<file path="src/logic/numeral_notify_pkg.sv">
// constants and types for the numeral entry notifier
// Notes on behaviour
// - on completion of a numeric entry the strobe flag in the notify area is written as 1.
// - together with the strobe the changed entry index is written to the changed-entry word.
// - the changed entry index is written as three bcd digits, one nibble per digit.
// - once the strobe has been written as 1 it is written back to 0, one pulse per entry.
// - each entered value is written into the controller word allocated to its table entry.
// - the notify area may sit only in io, holding, auxiliary, link, data or extended memory.
// - link area words 00000 to 00199 are mapped to core io words 01000 to 01199.
// - extended memory is accepted only where supported, and never over serial, neither current nor bank.
// - control bits the controller writes into the control area change the device status.
package numeral_notify_pkg;

    // ------------------------------------------------------------
    // memory area codes
    // ------------------------------------------------------------
    typedef enum logic [3:0] {
        AREA_CORE_IO = 4'h0,
        AREA_HOLDING = 4'h1,
        AREA_AUX = 4'h2,
        AREA_LINK = 4'h3,
        AREA_TIMER_PV = 4'h4,
        AREA_TIMER_DONE = 4'h5,
        AREA_COUNTER_PV = 4'h6,
        AREA_COUNTER_DONE = 4'h7,
        AREA_WORK = 4'h8,
        AREA_TASK = 4'h9,
        AREA_DATA = 4'hA,
        AREA_EXT_CURRENT = 4'hB,
        AREA_EXT_BANK = 4'hC
    } area_t;

    localparam logic [15:0] LINK_MAP_FIRST = 16'h0000;
    localparam logic [15:0] LINK_MAP_LAST = 16'h00C7;
    localparam logic [15:0] LINK_MAP_BASE = 16'h03E8;
    localparam logic [15:0] STROBE_BIT_POS = 16'h000B;
    localparam logic [15:0] ENTRY_WORD_OFS = 16'h0001;
    localparam logic [9:0] ENTRY_MAX = 10'h3E7;
    localparam logic [15:0] ZERO_WORD = 16'h0000;

    // control bit positions in the control word
    localparam int CTRL_SCREEN_BIT = 15;
    localparam int CTRL_PRIO_BIT = 14;
    localparam int CTRL_BUZZ_CONT_BIT = 13;
    localparam int CTRL_BUZZ_INT_BIT = 12;
    localparam int CTRL_BLINK_BIT = 8;

    // ------------------------------------------------------------
    // carriers
    // ------------------------------------------------------------
    typedef struct packed {
        logic valid;
        area_t area;
        logic [15:0] addr;
        logic [15:0] data;
    } mem_wr_t;

    typedef struct packed {
        logic screen_on;
        logic prio;
        logic buzz_cont;
        logic buzz_int;
        logic blink;
    } status_t;

    typedef enum logic [1:0] {
        ST_IDLE = 2'b00,
        ST_VALUE = 2'b01,
        ST_ENTRY = 2'b10,
        ST_CLEAR = 2'b11
    } phase_t;

    function automatic logic [11:0] to_bcd3(input logic [9:0] v);
        logic [9:0] h;
        logic [9:0] t;
        logic [9:0] r;
        h = v / 10'd100;
        r = v - h * 10'd100;
        t = r / 10'd10;
        r = r - t * 10'd10;
        return {h[3:0], t[3:0], r[3:0]};
    endfunction

endpackage

</file>
<file path="src/logic/numeral_entry_notifier.sv">
// numeral entry notifier: writes value, entry index and strobe to controller memory
`timescale 1ns/1ns
module numeral_entry_notifier
    import numeral_notify_pkg::*;
(
    // clock and reset
    input wire logic clk_i,
    input wire logic srst_i,
    // notify area placement
    input wire area_t notify_area_i,
    input wire logic [15:0] notify_addr_i,
    input wire logic ext_supported_i,
    input wire logic serial_proto_i,
    input wire logic aux_reserved_i,
    // operator entry
    input wire logic entry_done_i,
    input wire logic [9:0] entry_index_i,
    input wire area_t value_area_i,
    input wire logic [15:0] value_addr_i,
    input wire logic [15:0] entry_value_i,
    // controller memory write port
    output mem_wr_t mem_wr_o,
    input wire logic mem_ack_i,
    // control area word from controller
    input wire logic ctrl_valid_i,
    input wire logic [15:0] ctrl_word_i,
    // status
    output status_t status_o,
    output logic busy_o,
    output logic place_err_o
);

    // ------------------------------------------------------------
    // sequencer state
    // ------------------------------------------------------------
    typedef struct packed {
        phase_t phase;
        mem_wr_t wr;
        logic [9:0] index;
        area_t varea;
        logic [15:0] vaddr;
        logic [15:0] value;
        area_t narea;
        logic [15:0] naddr;
        status_t status;
        logic err;
        logic busy;
    } state_t;

    state_t s_r;
    state_t s_nxt;

    // ------------------------------------------------------------
    // placement check
    // ------------------------------------------------------------
    // timer, counter, work and task words never take the notify area
    function automatic logic area_ok(input area_t a, input logic ext_ok, input logic serial,
                                     input logic aux_res);
        case (a)
            AREA_CORE_IO, AREA_HOLDING, AREA_LINK, AREA_DATA: area_ok = 1'b1;
            AREA_AUX: area_ok = !aux_res;
            AREA_EXT_CURRENT: area_ok = ext_ok && !serial;
            AREA_EXT_BANK: area_ok = ext_ok && !serial;
            default: area_ok = 1'b0;
        endcase
    endfunction

    // ------------------------------------------------------------
    // link-area translation
    // ------------------------------------------------------------
    // only the low link window moves; higher link words keep their area
    function automatic logic link_hit(input area_t a, input logic [15:0] addr);
        link_hit = (a == AREA_LINK) && (addr >= LINK_MAP_FIRST) && (addr <= LINK_MAP_LAST);
    endfunction

    // every write goes through here, value word and notify words alike
    function automatic mem_wr_t map_wr(input area_t a, input logic [15:0] addr,
                                       input logic [15:0] d);
        mem_wr_t w;
        w.valid = 1'b1;
        w.data = d;
        if (link_hit(a, addr)) begin
            w.area = AREA_CORE_IO;
            w.addr = addr + LINK_MAP_BASE;
        end else begin
            w.area = a;
            w.addr = addr;
        end
        return w;
    endfunction

    // ------------------------------------------------------------
    // notify words
    // ------------------------------------------------------------
    // indices past the table end are pinned to the last entry
    function automatic logic [9:0] clamp_index(input logic [9:0] ix);
        if (ix > ENTRY_MAX) begin
            clamp_index = ENTRY_MAX;
        end else begin
            clamp_index = ix;
        end
    endfunction

    // upper nibble stays zero, three bcd digits below it
    function automatic logic [15:0] entry_word(input logic [9:0] ix);
        entry_word = {4'h0, to_bcd3(ix)};
    endfunction

    // only the strobe bit is set, the rest of the word reads as zero
    function automatic logic [15:0] strobe_word();
        strobe_word = ZERO_WORD | (16'h0001 << STROBE_BIT_POS[3:0]);
    endfunction

    // ------------------------------------------------------------
    // control word decode
    // ------------------------------------------------------------
    // continuous buzzer masks the intermittent one; blink needs the screen on
    function automatic status_t ctrl_decode(input logic [15:0] w);
        status_t d;
        d.screen_on = w[CTRL_SCREEN_BIT];
        d.prio = w[CTRL_PRIO_BIT];
        d.buzz_cont = w[CTRL_BUZZ_CONT_BIT];
        d.buzz_int = w[CTRL_BUZZ_INT_BIT] && !w[CTRL_BUZZ_CONT_BIT];
        d.blink = w[CTRL_BLINK_BIT] && w[CTRL_SCREEN_BIT];
        return d;
    endfunction

    // ------------------------------------------------------------
    // reset state
    // ------------------------------------------------------------
    // screen starts lit, all else idle and zero
    function automatic state_t reset_state();
        state_t r;
        r = '0;
        r.phase = ST_IDLE;
        r.status.screen_on = 1'b1;
        return r;
    endfunction

    // ------------------------------------------------------------
    // sequencer
    // ------------------------------------------------------------
    always_comb begin
        s_nxt = s_r;
        if (ctrl_valid_i) begin
            s_nxt.status = ctrl_decode(ctrl_word_i);
        end
        case (s_r.phase)
            ST_IDLE: begin
                s_nxt.wr.valid = 1'b0;
                if (entry_done_i) begin
                    if (area_ok(notify_area_i, ext_supported_i, serial_proto_i,
                                aux_reserved_i)) begin
                        s_nxt.err = 1'b0;
                        s_nxt.index = clamp_index(entry_index_i);
                        s_nxt.varea = value_area_i;
                        s_nxt.vaddr = value_addr_i;
                        s_nxt.value = entry_value_i;
                        s_nxt.narea = notify_area_i;
                        s_nxt.naddr = notify_addr_i;
                        s_nxt.wr = map_wr(value_area_i, value_addr_i, entry_value_i);
                        s_nxt.phase = ST_VALUE;
                    end else begin
                        // refused placement: nothing is written
                        s_nxt.err = 1'b1;
                    end
                end
            end
            ST_VALUE: begin
                if (mem_ack_i) begin
                    // index word goes out before the strobe so it is valid at the edge
                    s_nxt.wr = map_wr(s_r.narea, s_r.naddr + ENTRY_WORD_OFS,
                                      entry_word(s_r.index));
                    s_nxt.phase = ST_ENTRY;
                end
            end
            ST_ENTRY: begin
                if (mem_ack_i) begin
                    s_nxt.wr = map_wr(s_r.narea, s_r.naddr, strobe_word());
                    s_nxt.phase = ST_CLEAR;
                end
            end
            ST_CLEAR: begin
                if (mem_ack_i) begin
                    // two writes here: the strobe word, then its clear
                    if (s_r.wr.data != ZERO_WORD) begin
                        s_nxt.wr = map_wr(s_r.narea, s_r.naddr, ZERO_WORD);
                    end else begin
                        s_nxt.wr.valid = 1'b0;
                        s_nxt.phase = ST_IDLE;
                    end
                end
            end
            default: begin
                s_nxt.phase = ST_IDLE;
            end
        endcase
        // busy kept in a flop so the port comes straight from a register
        s_nxt.busy = (s_nxt.phase != ST_IDLE);
    end

    // ------------------------------------------------------------
    // state register
    // ------------------------------------------------------------
    always_ff @(posedge clk_i) begin
        if (srst_i) begin
            s_r <= reset_state();
        end else begin
            s_r <= s_nxt;
        end
    end

    // ------------------------------------------------------------
    // outputs
    // ------------------------------------------------------------
    assign mem_wr_o = s_r.wr;
    assign status_o = s_r.status;
    assign busy_o = s_r.busy;
    assign place_err_o = s_r.err;

endmodule

</file>
<file path="config.mk">
export PLATFORM = sky130hd
export DESIGN_NAME = numeral_entry_notifier
export DESIGN_NICKNAME = d
export VERILOG_FILES = /design/src/logic/numeral_notify_pkg.sv /design/src/logic/numeral_entry_notifier.sv
export SDC_FILE = /design/constraint.sdc
export NUM_CORES = 1
export LEC_CHECK = 0
export CAP_MARGIN = 20
export CORE_MARGIN = 2
export CORE_UTILIZATION = 46
export CTS_BUF_LIST = sky130_fd_sc_hd__clkbuf_4
export CTS_CLUSTER_DIAMETER = 50
export DETAILED_ROUTE_END_ITERATION = 16
export DONT_BUFFER_PORTS = 1
export GPL_ROUTABILITY_DRIVEN = 0
export PLACE_DENSITY = 0.75
export SYNTH_ARGS = -nofsm -noshare
export SYNTH_HDL_FRONTEND = slang
export SYNTH_SLANG_ARGS = --single-unit
</file>
<file path="constraint.sdc">
create_clock -name clk_i -period 8.1 [get_ports clk_i]
set_clock_uncertainty 0.2 [all_clocks]
set_input_delay 0.405 -clock clk_i [delete_from_list [all_inputs] [get_ports clk_i]]
set_output_delay 0.405 -clock clk_i [all_outputs]
set_load 0.005 [all_outputs]
</file>
==> qor.txt <==
Outcome = finished clean
Clock network fraction of total power = 0.195
Data required, critical path = 8250 ps
Worst Max-Slew Pin Slew = 990 ps
Dpl cell area = 5570 sq um
Die Y = 116 um
Maximum resistive drop on vdd = 0.0000681 V
GR Util met2 = 0.374
Register clock-pin slew on the reported worst setup and hold paths = 140 ps
Initial antenna violation count = 0
Latest clock arrival within the worst-skew pair = 460 ps
Overall routing resource usage = 0.232
Clk root buf = clkbuf_4
Number of optimization iterations in the first detailed-route pass = 6
Post-synth EDFFs = 0
Gate Count Post-Synth = 793
Timing endpoint of the critical path = mem_wr_o[3]
Layout overhead on the synthesized area = 11.0%
Port Buffer Count = 0
Half-perimeter wire length after placement = 11100 um
Gr ovfl total = 0
Switching power = 0.444 mW
Htree depth = 3
Setup slack after layout = 504 ps
Critical path startpoint category = flip-flop
Remaining max-slew budget at the tightest pin = 0.338
Number of remaining DRC errors = 0
Most Crowded Layer GR = met2
Family with the most delay on the worst path = adder cells
Longest individual stage delay on the worst path = 420 ps
Ys async rst share = 0
Reg2Reg Setup Slack = 500 ps
Summed area of non-filler cells in the final layout = 6390 sq um
FF+latch area = 1520 sq um
Worst hold path type = in -> reg
Depth of the critical timing path with buffers and inverters included = 32
I/O pin count = 134
Reg2Reg Capture Point = mem_wr_o[3]
Slowest CP cell = or3_4
Final clock period utilization by the worst path = 0.938
Average wire per standard cell = 16.5 um
Final core area utilization = 0.528
Critical setup path kind = reg -> reg
Via count of the first global-routing pass = 5124
Share of power burned in combinational logic = 0.422
Final Net Count = 904
Most common cell type on the critical path = ha_1
Clock tree sinks = 76
Via count = 5698
Final Setup Violations = 0
Average footprint of a synthesized cell = 7.26 sq um
Layout cell share with drive strength beyond 1 = 0.0617
Area occupied by multi-input gates = 3650 sq um
Pin count of the biggest net entering global routing = 78
Number of unique standard cell types used by synthesis = 68
Final routed wirelength across all metal layers = 15800 um
CP endpoint kind = flip-flop
Number of design-rule violations left by the first detailed-router iteration = 515
Initial core utilization = 0.476
Post-placement worst setup slack = 333 ps
Max_cap viols = 0
Max frequency = 132 MHz
Seq/Total Area, Yosys = 0.264
Top flip-flop cell by instance count after synthesis = dfxtp_1
Worst-case reg-to-reg path depth = 32
Average via count per standard cell = 5.92
Summed instance area of the synthesized netlist = 5760 sq um
Power density over cell area = 173 nW/um^2
Met1 Usage GRT = 0.297
Placement Rows = 40
Width of the die = 116 um
Number of buffers created by CTS = 9
Met3 layer usage reported by global route = 0.0507
Internal cell power = 0.661 mW
Area enclosed by the die boundary = 13400 sq um
Share of power burned in registers = 0.382
Placeable Area = 12100 sq um
Final count of hold timing violations = 0
Signal arrival time at the worst endpoint = 7750 ps
Warning count from the yosys run = 0
Combined buffer and inverter count along the critical path = 1
Wire length of the first global-routing pass = 24800 um
Commonest cells after routing, fill and taps aside = 104 x nand2_1, 86 x nor2_1, 75 x dfxtp_1
Post-layout minimum cycle time = 7600 ps
Leakage power of the design = 2.33 nW
Number of register bits inferred by synthesis = 76
Source of the critical timing path = s_r[68]
Slew Viols, Final = 0
Maximum fanout encountered on the critical timing path = 9
Filler cell count = 1197
Switching power as a share of total power = 0.402
Launching point of the worst reg2reg path = s_r[68]
CTS tree = yes
Ant. Diodes = 0
DRT antenna net count = 0
Deepest clock path buffer count = 2
Number of nets produced by synthesis = 908
Most frequent standard cell in the layout excluding fill and tap cells = nand2_1
synthesized netlist by cell type (5+ instances only):
master     number  area [sq um]
clkbuf_1       49           184
nand2_1       104           390
o22ai_1         6          37.5
nand2b_1        6          37.5
nand3_1        14          70.1
a211oi_1       17           128
a21oi_1        70           350
nor3_1         25           125
nor2_1         87           327
nor2b_1         6          37.5
inv_1          24          90.1
dfxtp_1        76          1520
a31oi_1         5          31.3
o2111ai_1       6          52.6
a22oi_1        14           105
xor2_1         14           123
nor4_1          8          50.1
o21ai_0        39           195
ha_1           23           288
xnor2_1        26           228
nand4_1        11          68.8
buf_4          43           323
or3_1           9          56.3
o31ai_1         9          67.6
mux2i_1         5          50.1
a221oi_1       11          96.3
worst min-delay path, stage by stage:
cell       delay [ps]
o2111ai_1         100
nand3_1           100
a21oi_1            60
through the flow:
step | total power, mW | setup TNS, ps | std cells | hold WS, ps
final | 1.11 | 0 | 962 | 53.5
after global routing | 1.18 | -7.77 | 962 | 41.9
after CTS | 1.08 | 0 | 960 | 17.9
after detailed placement | 0.835 | 0 | 878 | 257
after global placement | 0.827 | 0 | 877 | 253
after floorplan | 0.779 | 0 | 793 | 237
what timing repair did:
| item | CTS | global route |
|---|---|---|
| hold buffers | 66 | 0 |
| gates resized for setup | 0 | 8 |
| endpoints found under the hold margin | 75 | 0 |
| setup buffers | 0 | 2 |
| endpoints found under the setup margin | 0 | 2 |
cell families after synthesis:
family          after synthesis  synth area share
simple gates                298             0.239
compound gates              224             0.256
buf+inv                     121             0.108
flops                        76             0.264
xor+xnor                     40            0.0608
fa+ha+maj                    28            0.0621
mux                           6            0.0106
power groups by stage:
| stage | Combinational [mW] | Sequential, mW | Clock, mW |
|---|---|---|---|
| after floorplan | 0.363 | 0.416 | 0 |
| after global placement | 0.397 | 0.430 | 0 |
| after detailed placement | 0.404 | 0.430 | 0 |
| after CTS | 0.440 | 0.422 | 0.222 |
| after global routing | 0.516 | 0.427 | 0.238 |
| final | 0.467 | 0.423 | 0.216 |
final cells by class:
| class | instances | area share |
|---|---|---|
| clock inverter | 7 | 0.00783 |
| sequential | 76 | 0.238 |
| multi-input combinational | 596 | 0.570 |
| clock buffer | 9 | 0.0106 |
| inverter | 24 | 0.0141 |
| tap | 168 | 0.0329 |
| timing repair buffer | 82 | 0.126 |
worst min-delay path by stage:
| stage | startpoint | to | cells after the start |
|---|---|---|---|
| after floorplan | mem_wr_o[16] | mem_wr_o[16] | 2 |
| after global placement | s_r[26] | s_r[26] | 2 |
| after detailed placement | s_r[26] | s_r[26] | 2 |
| after CTS | value_area_i[0] | mem_wr_o[32] | 2 |
| after global routing | entry_index_i[8] | s_r[66] | 3 |
| final | entry_index_i[8] | s_r[67] | 3 |
state kept, by name (all words and copies together) (netlist names):
name / flops
s_r: 32
mem_wr_o: 37
status_o: 5
place_err_o: 1
busy_o: 1
routing by layer:
metal  routed length (um)  vias to the layer above
li1                     -                     2796
met5                    0                        -
met1                 6800                     2634
met4                  485                        0
met2                 7430                      231
met3                 1130                       37
(Power assumes the default switching activity.)
